--- config.mk ---
export PLATFORM = sky130hd
export DESIGN_NAME = sbst_tap
export DESIGN_NICKNAME = d
export VERILOG_FILES = /design/src/hdl/sbst_pkg.sv /design/src/hdl/sbst_sync.sv /design/src/hdl/sbst_tap.sv
export SDC_FILE = /design/constraint.sdc
export NUM_CORES = 1
export LEC_CHECK = 0
export BUFFER_PORTS_ARGS = -buffer_cell sky130_fd_sc_hd__buf_4
export CORE_UTILIZATION = 55
export CTS_BUF_LIST = sky130_fd_sc_hd__clkbuf_8
export CTS_CLUSTER_SIZE = 12
export DETAILED_ROUTE_END_ITERATION = 6
export PLACE_DENSITY = 0.86
export SKIP_LAST_GASP = 1
export SLEW_MARGIN = 20
export SYNTH_ARGS = -nofsm -noshare
export SYNTH_HDL_FRONTEND = slang
export SYNTH_SLANG_ARGS = --single-unit
--- constraint.sdc ---
create_clock -name sys_clk_i -period 2.4 [get_ports sys_clk_i]
set_input_delay 0.48 -clock sys_clk_i [delete_from_list [all_inputs] [get_ports sys_clk_i]]
set_output_delay 0.48 -clock sys_clk_i [all_outputs]
set_load 0.01 [all_outputs]
--- src/hdl/sbst_pkg.sv ---
// Package for the SRAM boundary-scan test port: states, instruction codes,
// sizes and the pin-side structs shared by the test port files.
// Assumes a single system clock that oversamples the test clock.
package sbst_pkg;

  localparam int unsigned SBST_IR_W      = 3;
  localparam int unsigned SBST_ID_W      = 32;
  localparam int unsigned SBST_BSR_W     = 8;
  localparam int unsigned SBST_SYNC_W    = 2;
  localparam int unsigned SBST_RESET_TMS = 5;

  localparam logic [2:0] SBST_IR_EXTEST  = 3'h0;
  localparam logic [2:0] SBST_IR_IDCODE  = 3'h1;
  localparam logic [2:0] SBST_IR_SAMPLEZ = 3'h2;
  localparam logic [2:0] SBST_IR_SAMPLE  = 3'h4;
  localparam logic [2:0] SBST_IR_BYPASS  = 3'h7;
  localparam logic [1:0] SBST_IR_CAPTURE = 2'h1;

  // Arbitrary identification value, names no maker or part
  localparam logic [31:0] SBST_ID_CODE   = 32'h0a5a_5001;
  localparam logic        SBST_BYP_RESET = 1'b0;

  typedef enum logic [15:0] {
    SBST_RESET  = 16'h0001,
    SBST_IDLE   = 16'h0002,
    SBST_SEL_DR = 16'h0004,
    SBST_CAP_DR = 16'h0008,
    SBST_SH_DR  = 16'h0010,
    SBST_EX1_DR = 16'h0020,
    SBST_PA_DR  = 16'h0040,
    SBST_EX2_DR = 16'h0080,
    SBST_UP_DR  = 16'h0100,
    SBST_SEL_IR = 16'h0200,
    SBST_CAP_IR = 16'h0400,
    SBST_SH_IR  = 16'h0800,
    SBST_EX1_IR = 16'h1000,
    SBST_PA_IR  = 16'h2000,
    SBST_EX2_IR = 16'h4000,
    SBST_UP_IR  = 16'h8000
  } sbst_state_e;

  typedef struct packed {
    logic tck;
    logic tms;
    logic tdi;
  } sbst_pins_s;

  typedef struct packed {
    logic tdo;
    logic tdo_oe;
  } sbst_out_s;

endpackage : sbst_pkg

--- src/hdl/sbst_sync.sv ---
// Two-flop synchroniser bank for the test port pins.
// Inputs arrive from outside the system clock domain.
`timescale 1ns/1ps
module sbst_sync
  import sbst_pkg::*;
#(
  parameter int unsigned      WIDTH   = 3,
  parameter logic [WIDTH-1:0] RST_VAL = '1
) (
  input  wire logic             sys_clk_i, // System clock
  input  wire logic             rst_i,     // Synchronous reset
  input  wire logic [WIDTH-1:0] async_i,   // Raw pin levels
  output logic      [WIDTH-1:0] sync_o     // Synchronised levels
);

  logic [WIDTH-1:0] meta_q;
  logic [WIDTH-1:0] meta_d;
  logic [WIDTH-1:0] sync_q;
  logic [WIDTH-1:0] sync_d;

  always_comb begin
    meta_d = async_i;
    sync_d = meta_q;
  end

  // Reset value is each pin's idle level, so no false edge follows reset
  always_ff @(posedge sys_clk_i) begin
    if (rst_i) begin
      meta_q <= RST_VAL;
      sync_q <= RST_VAL;
    end else begin
      meta_q <= meta_d;
      sync_q <= sync_d;
    end
  end

  assign sync_o = sync_q;

endmodule : sbst_sync

--- src/hdl/sbst_tap.sv ---
// Boundary-scan test access port of a pipelined SRAM, oversampled design.
// Assumes sys_clk_i runs at least four times the test clock; pull-ups
// sit in the pad ring, which delivers 1 on an unconnected pin.
`timescale 1ns/1ps

// Functional notes
// (RL1) Inputs taken at test clock rise; outputs change at test clock fall.
// (RL2) Mode select sampled each rise; reads high when left open.
// (RL3) Serial data input reads high when left open.
// (RL4) Serial input enters MSB; LSB drives serial output.
// (RL5) Current instruction picks the register in the serial path.
// (RL6) Only one register sits in the serial path at once.
// (RL7) Serial output driven only in shift states, else high impedance.
// (RL8) Five rises with mode select high reach test-logic reset.
// (RL9) Test reset never disturbs memory operation.
// (RL10) Power-up resets test logic; serial output starts floated.
// (RL11) Unused port: board holds test clock low.
// (RL12) Mode select at each rise decides state transitions.
// (RL13) Three-bit instruction register loaded serially in shift-IR.
// (RL14) Identification instruction loaded at power-up and in reset state.
// (RL15) Capture-IR loads pattern 01 into the two low bits.
// (RL16) One-bit bypass register, forced low under bypass.
// (RL17) Boundary register snapshots I/O ring in capture-DR, shifts it out.
// (RL18) Extest, sample and sample-Z all capture the I/O ring.
// (RL19) Identification instruction captures fixed 32-bit code.
// (RL20) New instruction takes effect only at update-IR.
// (RL21) All-zero instruction acts as sample but floats memory outputs.
// (RL22) Sample-Z selects boundary register and floats memory outputs.
// (RL23) Scanned data never drives memory pins; no preload.
// (RL24) Standard sixteen-state controller.
// (RL25) Instruction codes are parameters; all ones selects bypass. Extest code is fixed, not a parameter; IR_BYP is unused.
module sbst_tap
  import sbst_pkg::*;
#(
  parameter int unsigned   BSR_W   = SBST_BSR_W,
  parameter logic [2:0]    IR_BYP  = SBST_IR_BYPASS, // RL25
  parameter logic [2:0]    IR_ID   = SBST_IR_IDCODE,
  parameter logic [2:0]    IR_SMPZ = SBST_IR_SAMPLEZ,
  parameter logic [2:0]    IR_SMP  = SBST_IR_SAMPLE,
  parameter logic [31:0]   ID_CODE = SBST_ID_CODE
) (
  input  wire logic             sys_clk_i,  // 40 MHz system clock
  input  wire logic             rst_i,      // Power-up reset, active high
  input  wire logic             tck_i,      // Test clock pin
  input  wire logic             tms_i,      // Mode select pin
  input  wire logic             tdi_i,      // Serial data in pin
  input  wire logic [BSR_W-1:0] ring_i,     // I/O ring levels to capture
  output logic                  tdo_o,      // Serial data out
  output logic                  tdo_oe_o,   // Serial out enable
  output logic                  mem_hiz_o,  // Force memory outputs floated
  output sbst_state_e           state_o,    // Controller state
  output logic [SBST_IR_W-1:0]  ir_o        // Instruction in effect
);

  sbst_pins_s  pins_raw;
  sbst_pins_s  pins_s;
  sbst_out_s   out_q;
  sbst_out_s   out_d;

  sbst_state_e          state_q;
  sbst_state_e          state_d;
  logic [SBST_IR_W-1:0] ir_sh_q;
  logic [SBST_IR_W-1:0] ir_sh_d;
  logic [SBST_IR_W-1:0] ir_q;
  logic [SBST_IR_W-1:0] ir_d;
  logic                 byp_q;
  logic                 byp_d;
  logic [SBST_ID_W-1:0] id_q;
  logic [SBST_ID_W-1:0] id_d;
  logic [BSR_W-1:0]     bsr_q;
  logic [BSR_W-1:0]     bsr_d;
  logic [BSR_W-1:0]     ring_q;
  logic                 tck_q;
  logic                 rise;
  logic                 fall;
  logic                 dr_lsb;
  logic                 sel_bsr;
  logic                 sel_id;

  // Idle pin levels: test clock low, open inputs pulled high
  localparam sbst_pins_s PINS_IDLE = '{
    tck: 1'b0,
    tms: 1'b1, // RL2
    tdi: 1'b1  // RL3
  };

  assign pins_raw = '{tck: tck_i, tms: tms_i, tdi: tdi_i};

  // Pins pass two flops before any logic reads them
  sbst_sync #(
    .WIDTH   (3),
    .RST_VAL (PINS_IDLE)
  ) u_sync (
    .sys_clk_i (sys_clk_i),
    .rst_i     (rst_i),
    .async_i   (pins_raw),
    .sync_o    (pins_s)
  );

  assign rise = pins_s.tck & ~tck_q;
  assign fall = ~pins_s.tck & tck_q;

  // Ring snapshot register: ring runs on the memory clock, so capture
  // may be metastable-ish in value; the value is advisory only
  always_ff @(posedge sys_clk_i) begin
    if (rst_i) begin
      tck_q  <= 1'b0;
      ring_q <= '0;
    end else begin
      tck_q  <= pins_s.tck;
      ring_q <= ring_i;
    end
  end

  // Next state, decided by mode select at each test clock rise
  always_comb begin
    state_d = state_q;
    if (rise) begin // RL1 RL12
      case (state_q) // RL24
        SBST_RESET:  state_d = pins_s.tms ? SBST_RESET : SBST_IDLE; // RL8
        SBST_IDLE:   state_d = pins_s.tms ? SBST_SEL_DR : SBST_IDLE;
        SBST_SEL_DR: state_d = pins_s.tms ? SBST_SEL_IR : SBST_CAP_DR;
        SBST_CAP_DR: state_d = pins_s.tms ? SBST_EX1_DR : SBST_SH_DR;
        SBST_SH_DR:  state_d = pins_s.tms ? SBST_EX1_DR : SBST_SH_DR;
        SBST_EX1_DR: state_d = pins_s.tms ? SBST_UP_DR : SBST_PA_DR;
        SBST_PA_DR:  state_d = pins_s.tms ? SBST_EX2_DR : SBST_PA_DR;
        SBST_EX2_DR: state_d = pins_s.tms ? SBST_UP_DR : SBST_SH_DR;
        SBST_UP_DR:  state_d = pins_s.tms ? SBST_SEL_DR : SBST_IDLE;
        SBST_SEL_IR: state_d = pins_s.tms ? SBST_RESET : SBST_CAP_IR;
        SBST_CAP_IR: state_d = pins_s.tms ? SBST_EX1_IR : SBST_SH_IR;
        SBST_SH_IR:  state_d = pins_s.tms ? SBST_EX1_IR : SBST_SH_IR;
        SBST_EX1_IR: state_d = pins_s.tms ? SBST_UP_IR : SBST_PA_IR;
        SBST_PA_IR:  state_d = pins_s.tms ? SBST_EX2_IR : SBST_PA_IR;
        SBST_EX2_IR: state_d = pins_s.tms ? SBST_UP_IR : SBST_SH_IR;
        SBST_UP_IR:  state_d = pins_s.tms ? SBST_SEL_DR : SBST_IDLE;
        default:     state_d = SBST_RESET;
      endcase
    end
  end

  // Data register selection from the instruction in effect
  always_comb begin
    sel_bsr = (ir_q == SBST_IR_EXTEST) || (ir_q == IR_SMP) ||
              (ir_q == IR_SMPZ); // RL5 RL18 RL21 RL22
    sel_id  = (ir_q == IR_ID);
    // Reserved codes fall back to bypass
    if (sel_bsr) begin
      dr_lsb = bsr_q[0];
    end else if (sel_id) begin
      dr_lsb = id_q[0];
    end else begin
      dr_lsb = byp_q;
    end
  end

  // Shift registers, all moved on the test clock rise
  always_comb begin
    ir_sh_d = ir_sh_q;
    ir_d    = ir_q;
    byp_d   = byp_q;
    id_d    = id_q;
    bsr_d   = bsr_q;
    if (rise) begin
      case (state_q)
        SBST_RESET: begin
          ir_d    = IR_ID; // RL14
          ir_sh_d = IR_ID;
        end
        SBST_CAP_IR: begin
          ir_sh_d = {ir_q[SBST_IR_W-1:2], SBST_IR_CAPTURE}; // RL15
        end
        SBST_SH_IR: begin
          ir_sh_d = {pins_s.tdi, ir_sh_q[SBST_IR_W-1:1]}; // RL4 RL13
        end
        SBST_CAP_DR: begin
          // Only the selected register captures
          if (sel_bsr) begin
            bsr_d = ring_q; // RL17 RL18
          end else if (sel_id) begin
            id_d = ID_CODE; // RL19
          end else begin
            byp_d = SBST_BYP_RESET; // RL16
          end
        end
        SBST_SH_DR: begin
          if (sel_bsr) begin
            bsr_d = {pins_s.tdi, bsr_q[BSR_W-1:1]}; // RL4 RL6
          end else if (sel_id) begin
            id_d = {pins_s.tdi, id_q[SBST_ID_W-1:1]}; // RL4 RL6
          end else begin
            byp_d = pins_s.tdi; // RL6
          end
        end
        default: begin
        end
      endcase
    end
    if (rise && state_q == SBST_UP_IR) begin
      ir_d = ir_sh_q; // RL20
    end
    // Identification returns as the reset state is entered, not a rise later
    if (rise && state_d == SBST_RESET) begin
      ir_d    = IR_ID; // RL14
      ir_sh_d = IR_ID;
    end
  end

  // Serial out updated only on the test clock fall
  always_comb begin
    out_d = out_q;
    if (fall) begin // RL1
      out_d.tdo_oe = (state_q == SBST_SH_DR) || (state_q == SBST_SH_IR); // RL7
      out_d.tdo    = (state_q == SBST_SH_IR) ? ir_sh_q[0] : dr_lsb; // RL4
    end
  end

  // Synchronous reset serves as the power-up reset of the port
  always_ff @(posedge sys_clk_i) begin
    if (rst_i) begin // RL10
      state_q <= SBST_RESET;
      ir_sh_q <= IR_ID;
      ir_q    <= IR_ID; // RL14
      byp_q   <= SBST_BYP_RESET;
      id_q    <= ID_CODE;
      bsr_q   <= '0;
      out_q   <= '{tdo: 1'b0, tdo_oe: 1'b0}; // RL10
    end else begin
      state_q <= state_d;
      ir_sh_q <= ir_sh_d;
      ir_q    <= ir_d;
      byp_q   <= byp_d;
      id_q    <= id_d;
      bsr_q   <= bsr_d;
      out_q   <= out_d;
    end
  end

  assign tdo_o     = out_q.tdo;
  assign tdo_oe_o  = out_q.tdo_oe;
  // Scanned data never reaches memory pins; only the float request does
  assign mem_hiz_o = (ir_q == SBST_IR_EXTEST) ||
                     (ir_q == IR_SMPZ); // RL9 RL21 RL22 RL23
  assign state_o   = state_q;
  assign ir_o      = ir_q;

endmodule : sbst_tap

Word level (Yosys, flattened, before mapping)
Cells that the tools add are included.
- reductions and logical operators: 20
- mux-type cells: 34
- equal/unequal tests: 28
- bitwise logic cells: 4
- operators by type and width (cell ; number):
    $pmux 16 s12 ; 1
    $mux 32 ; 4
    $pmux 32 s2 ; 1
    $mux 16 ; 3
    $eq 16x1->1 const B ; 2
    $mux 8 ; 3
    $mux 9 ; 2
    $eq 16x10->1 const B ; 1
    $eq 16x11->1 const B ; 1
    $eq 16x12->1 const B ; 1
    $eq 16x13->1 const B ; 1
    $eq 16x14->1 const B ; 1
    $eq 16x15->1 const B ; 1
    $eq 16x16->1 const B ; 1
    $eq 16x2->1 const B ; 1
    $eq 16x3->1 const B ; 1
    $eq 16x4->1 const B ; 1
    $eq 16x5->1 const B ; 1
    $eq 16x6->1 const B ; 1
    $eq 16x7->1 const B ; 1
    $eq 16x8->1 const B ; 1
    $eq 16x9->1 const B ; 1
    $ne 2x2->1 const B ; 8
    $pmux 8 s2 ; 1
    other kinds (25) ; 46
- output and inout bits: 22
- bits of input ports: 13
- logic and storage cells: 98
- register bits: 80

Logic depth before layout (Yosys ltp)
- depth after elaboration: 7
- depth in mapped cells: 9
- mapped depth without buffers: 6

Modules after synthesis
From an unflattened synthesis, not the netlist that was laid out.
- cell total of the unflattened synthesis: 431
- area total of the unflattened synthesis: 3580.9 µm²
- by module, submodules not included (module ; cells an instance ; instances ; area an instance (µm²) ; seq. area each (µm²)):
    sbst_tap ; 419 ; 1 ; 3423.3 ; 1481.4
    sbst_sync ; 12 ; 1 ; 157.7 ; 120.1

Worst setup path before layout
OpenSTA, ideal clock, no wires.
- path type: register -> register
- start point: register state_q[5], in the netlist state_o[5]
- end point: register state_q[13], in the netlist state_o[13]
- setup time: 71 ps
- path slack: -35 ps
- cell stages (with the launch flop): 8
- data required time: 2329 ps
- arrival time: 2364 ps
- path through: dfxtp_1 buf_6 or4_4 buf_6 or4_4 or3_1 or3_1 a21oi_1
- cells in the longest elaborated chain, start to end: 4
- RTL lines (item ; RTL line ; RTL):
    start: declaration ; sbst_tap.sv:60 ; sbst_state_e state_q;
    start signal: assignment ; sbst_tap.sv:228 ; state_q <= state_d;
    $eq 16x16->1 (tied with other cells) ; sbst_tap.sv:119 ; case (state_q)
    $reduce_or 3->1 (no source line) or $reduce_or 2->1 (tied branches) ; n/a ;
    $pmux 16 s12 * ; sbst_tap.sv:119 ;
    $mux 16 * ; sbst_tap.sv:118 ; if (rise) begin
Every way passes the cells marked *; elsewhere a longest branch is shown, timed or not.
A chain may end at the register's enable or synchronous reset.

Worst setup path after layout
- start point: register state_q[3], in the netlist state_o[3]
- end point: register state_q[13], in the netlist state_o[13]
Same word-level chain as after synthesis.

==> out/metrics.csv <==
stage,metric,value,unit
synth,async_flop_share,0,%
detailed_routing,via_count,3243,
detailed_routing,wl_per_cell,14.6,um
min_path,hp-class,in2reg,
setup_path,worst-path-buf-inv,0,
synth,synth_area_leaders,"dfxtp_1, a21oi_1, nor2_1",
placed_design,dp_hpwl,5370,um
clock_tree,cts_buffer_depth,2,
clock_tree,cts_buffers,9,
setup_path,cp_num_cells,5,
final_layout,fin_area,4220,um^2
global_route,grt_max_degree,42,
detailed_routing,drt-initial-drc-count,277,
timing,finalCriticalPeriod,2.30,ns
setup_path,max_stage_delay,0.55,ns
floorplan,core,6060,um^2
synth,syn_area,3530,um^2
timing,rsz0062_at_grt,no,
final_layout,most-common-layout-cells,"dfxtp_1, buf_4, nor2_1",
global_route,grt_usage,25.2,%
setup_path,startpoint_type,register,
final_layout,layout_commonest_cell,dfxtp_1,
synth,synth_top_area_share,45.3,%
pwr,p_leak,1.60,nW
setup_path,path_cells,or4_4 -> or4_4 -> or3_1 -> or3_1 -> a21oi_1,
setup_path,rrSetupSlack,0.1,ns
setup_path,end_kind,register,
synth,yosys.area.top_type,dfxtp_1,
setup_path,critPathTopFamily,simple AND/OR/NAND/NOR gates,
detailed_routing,drtAntennaViolNets,0,
detailed_routing,firstDrtPassIters,5,
setup_path,arrival,2.59,ns
setup_path,cp_slowest_cell,or4_4,
clock_tree,cts_tree,yes,
timing,finalMaxSlewViolations,0,
synth,avgSynthCellArea,8.16,um^2
setup_path,crit_required,2.68,ns
final_layout,syn2layout_area_growth,19.5,%
global_route,grt_overflow_total,0,
floorplan,die_y,82.2,um
setup_path,reg2reg_to,state_o[13],
setup_path,reg2reg_depth,5,
floorplan,ios,35,
setup_path,cp-startpoint,state_o[3],
synth,synth_edf_count,0,
clock_tree,clk_pin_slew,0.08,ns
synth,synth-seq-cells,80,
setup_path,path_class,reg2reg,
final_layout,nNetsFinal,485,
pwr,power_density,603,nW/um^2
placed_design,io_buffers,34,
placed_design,postPlaceCellArea,3990,um^2
timing,hold_viol_final,0,
status,outcome,finished clean,
flow_run,maxCapViolations,0,
synth,ys_seq_area_share,45.3,%
global_route,antenna_found_initial,0,
timing,slew_headroom,65.8,%
clock_tree,cts_num_sinks,80,
floorplan,die_area,6750,um^2
synth,yosysWarnings,0,
floorplan,rows,28,
timing,tightest_slew,0.512,ns
timing,tns,0,ns
timing,fmax,434,MHz
global_route,grt_pass1_wl,12900,um
clock_tree,htree_num_levels,3,
clock_tree,cts_setup_buffers,0,
detailed_routing,drc_errors,0,
synth,synth_fp_nets,446,
clock_tree,cts_root_buf,clkbuf_8,
floorplan,die_w,82.2,um
synth,synth.distinct_cells,44,
setup_path,cp_max_fo,3,
timing,period_share,96.0,%
pwr,ir_worst_vdd,0.000421,V
timing,worst_clock_skew,0.00958,ns
final_layout,diodes,0,
setup_path,crit_end,state_o[13],
clock_tree,clock_latency,0.35,ns
detailed_routing,routed_wl,8060,um
detailed_routing,vias_per_cell,5.88,
global_route,grt_pass1_vias,2848,
synth,syn_inst,433,
synth,synthFlopType,dfxtp_1,
placed_design,globalplace.congestion,0.883,
setup_path,worstReg2RegStart,state_o[3],
floorplan,start_util,58.3,%
clock_tree,cts_hold_buf,0,
final_layout,drive_gt1_share,20.1,%
timing,final-setup-viol-count,0,
## synthesized netlist by cell type (5+ instances only)
| library cell | count |
|---|---|
| o21ai_0 | 7 |
| nor4_1 | 6 |
| clkbuf_1 | 28 |
| a21oi_1 | 47 |
| or3_1 | 7 |
| nand2_1 | 41 |
| dfxtp_1 | 80 |
| buf_2 | 7 |
| nand3_1 | 32 |
| nand2b_1 | 6 |
| o21bai_1 | 10 |
| nand4_1 | 7 |
| a22oi_1 | 6 |
| nor2b_1 | 15 |
| nor2_1 | 49 |
| xor2_1 | 5 |
| nor3_1 | 17 |
| mux2i_1 | 9 |
## state kept, by name, indices dropped and copies added, names as in the netlist
name           count
tck_q              1
u_sync.meta_q      3
tdo_o              1
state_o           16
ring_q             8
ir_sh_q            3
tdo_oe_o           1
ir_o               3
byp_q              1
bsr_q              8
id_q              32
u_sync.sync_o      3
## through the flow
stage               util, %  worst slack, ns  total power, mW  cells  hold WS, ns
floorplan                 -           0.0128             1.43    433        0.389
global placement       65.8            0.152             1.46    536        0.392
detailed placement     65.8           0.0980             1.47    536        0.393
CTS                    69.6           0.0747             2.56    552        0.313
global route           69.7          0.00748             2.62    552        0.317
finish                 69.7           0.0957             2.55    552        0.318
## worst min-delay path by stage
stage	startpoint	to	slack (ns)	cells after the start
2_1_floorplan	u_sync.meta_q[0]	u_sync.sync_o[0]	0.39	1
3_3_place_gp	u_sync.meta_q[1]	u_sync.sync_o[1]	0.39	1
3_5_place_dp	u_sync.meta_q[1]	u_sync.sync_o[1]	0.39	1
4_1_cts	tms_i	u_sync.meta_q[1]	0.31	2
5_1_grt	tdi_i	u_sync.meta_q[0]	0.32	2
6_report	tms_i	u_sync.meta_q[1]	0.32	2
## cell families after synthesis
kind of cell               synth area share (%)
xor gates and xnor gates                   2.23
muxes                                      2.55
AOI/OAI and AO/OA                          14.6
buffers and inverters                      4.92
and+or+nand+nor                            30.1
adders and majority gates                 0.283
DFF                                        45.3
## area by class of cell
cell class                 count  area, um^2
clock buffer                   9         124
clock inverter                 7         103
fill                         488        1840
inverter                       3        11.3
multi-input combinational    313        1770
sequential                    80        1610
tap                           75        93.8
timing repair buffer          65         513
## routing by layer
metal / part of all wire, % / global-route usage (%) / vias up
met5: 0 / 0 / -
met3: 6.0 / 4.62 / 16
li1: - / - / 1593
met1: 45 / 34.3 / 1519
met2: 47 / 39.8 / 115
met4: 1.6 / 9.47 / 0
## power breakdown
part           switching, mW  total (mW)  internal [mW]
combinational         0.0493      0.0907         0.0414
clock                  0.513        1.11          0.598
sequential           0.00456        1.34           1.34
total                  0.567        2.55           1.98
## what timing repair did
item,in CTS,in global routing
hold endpoints to repair,0,0
resized for setup,0,1
setup endpoints to repair,0,6
Note: power is estimated with default switching activity, not from simulation.
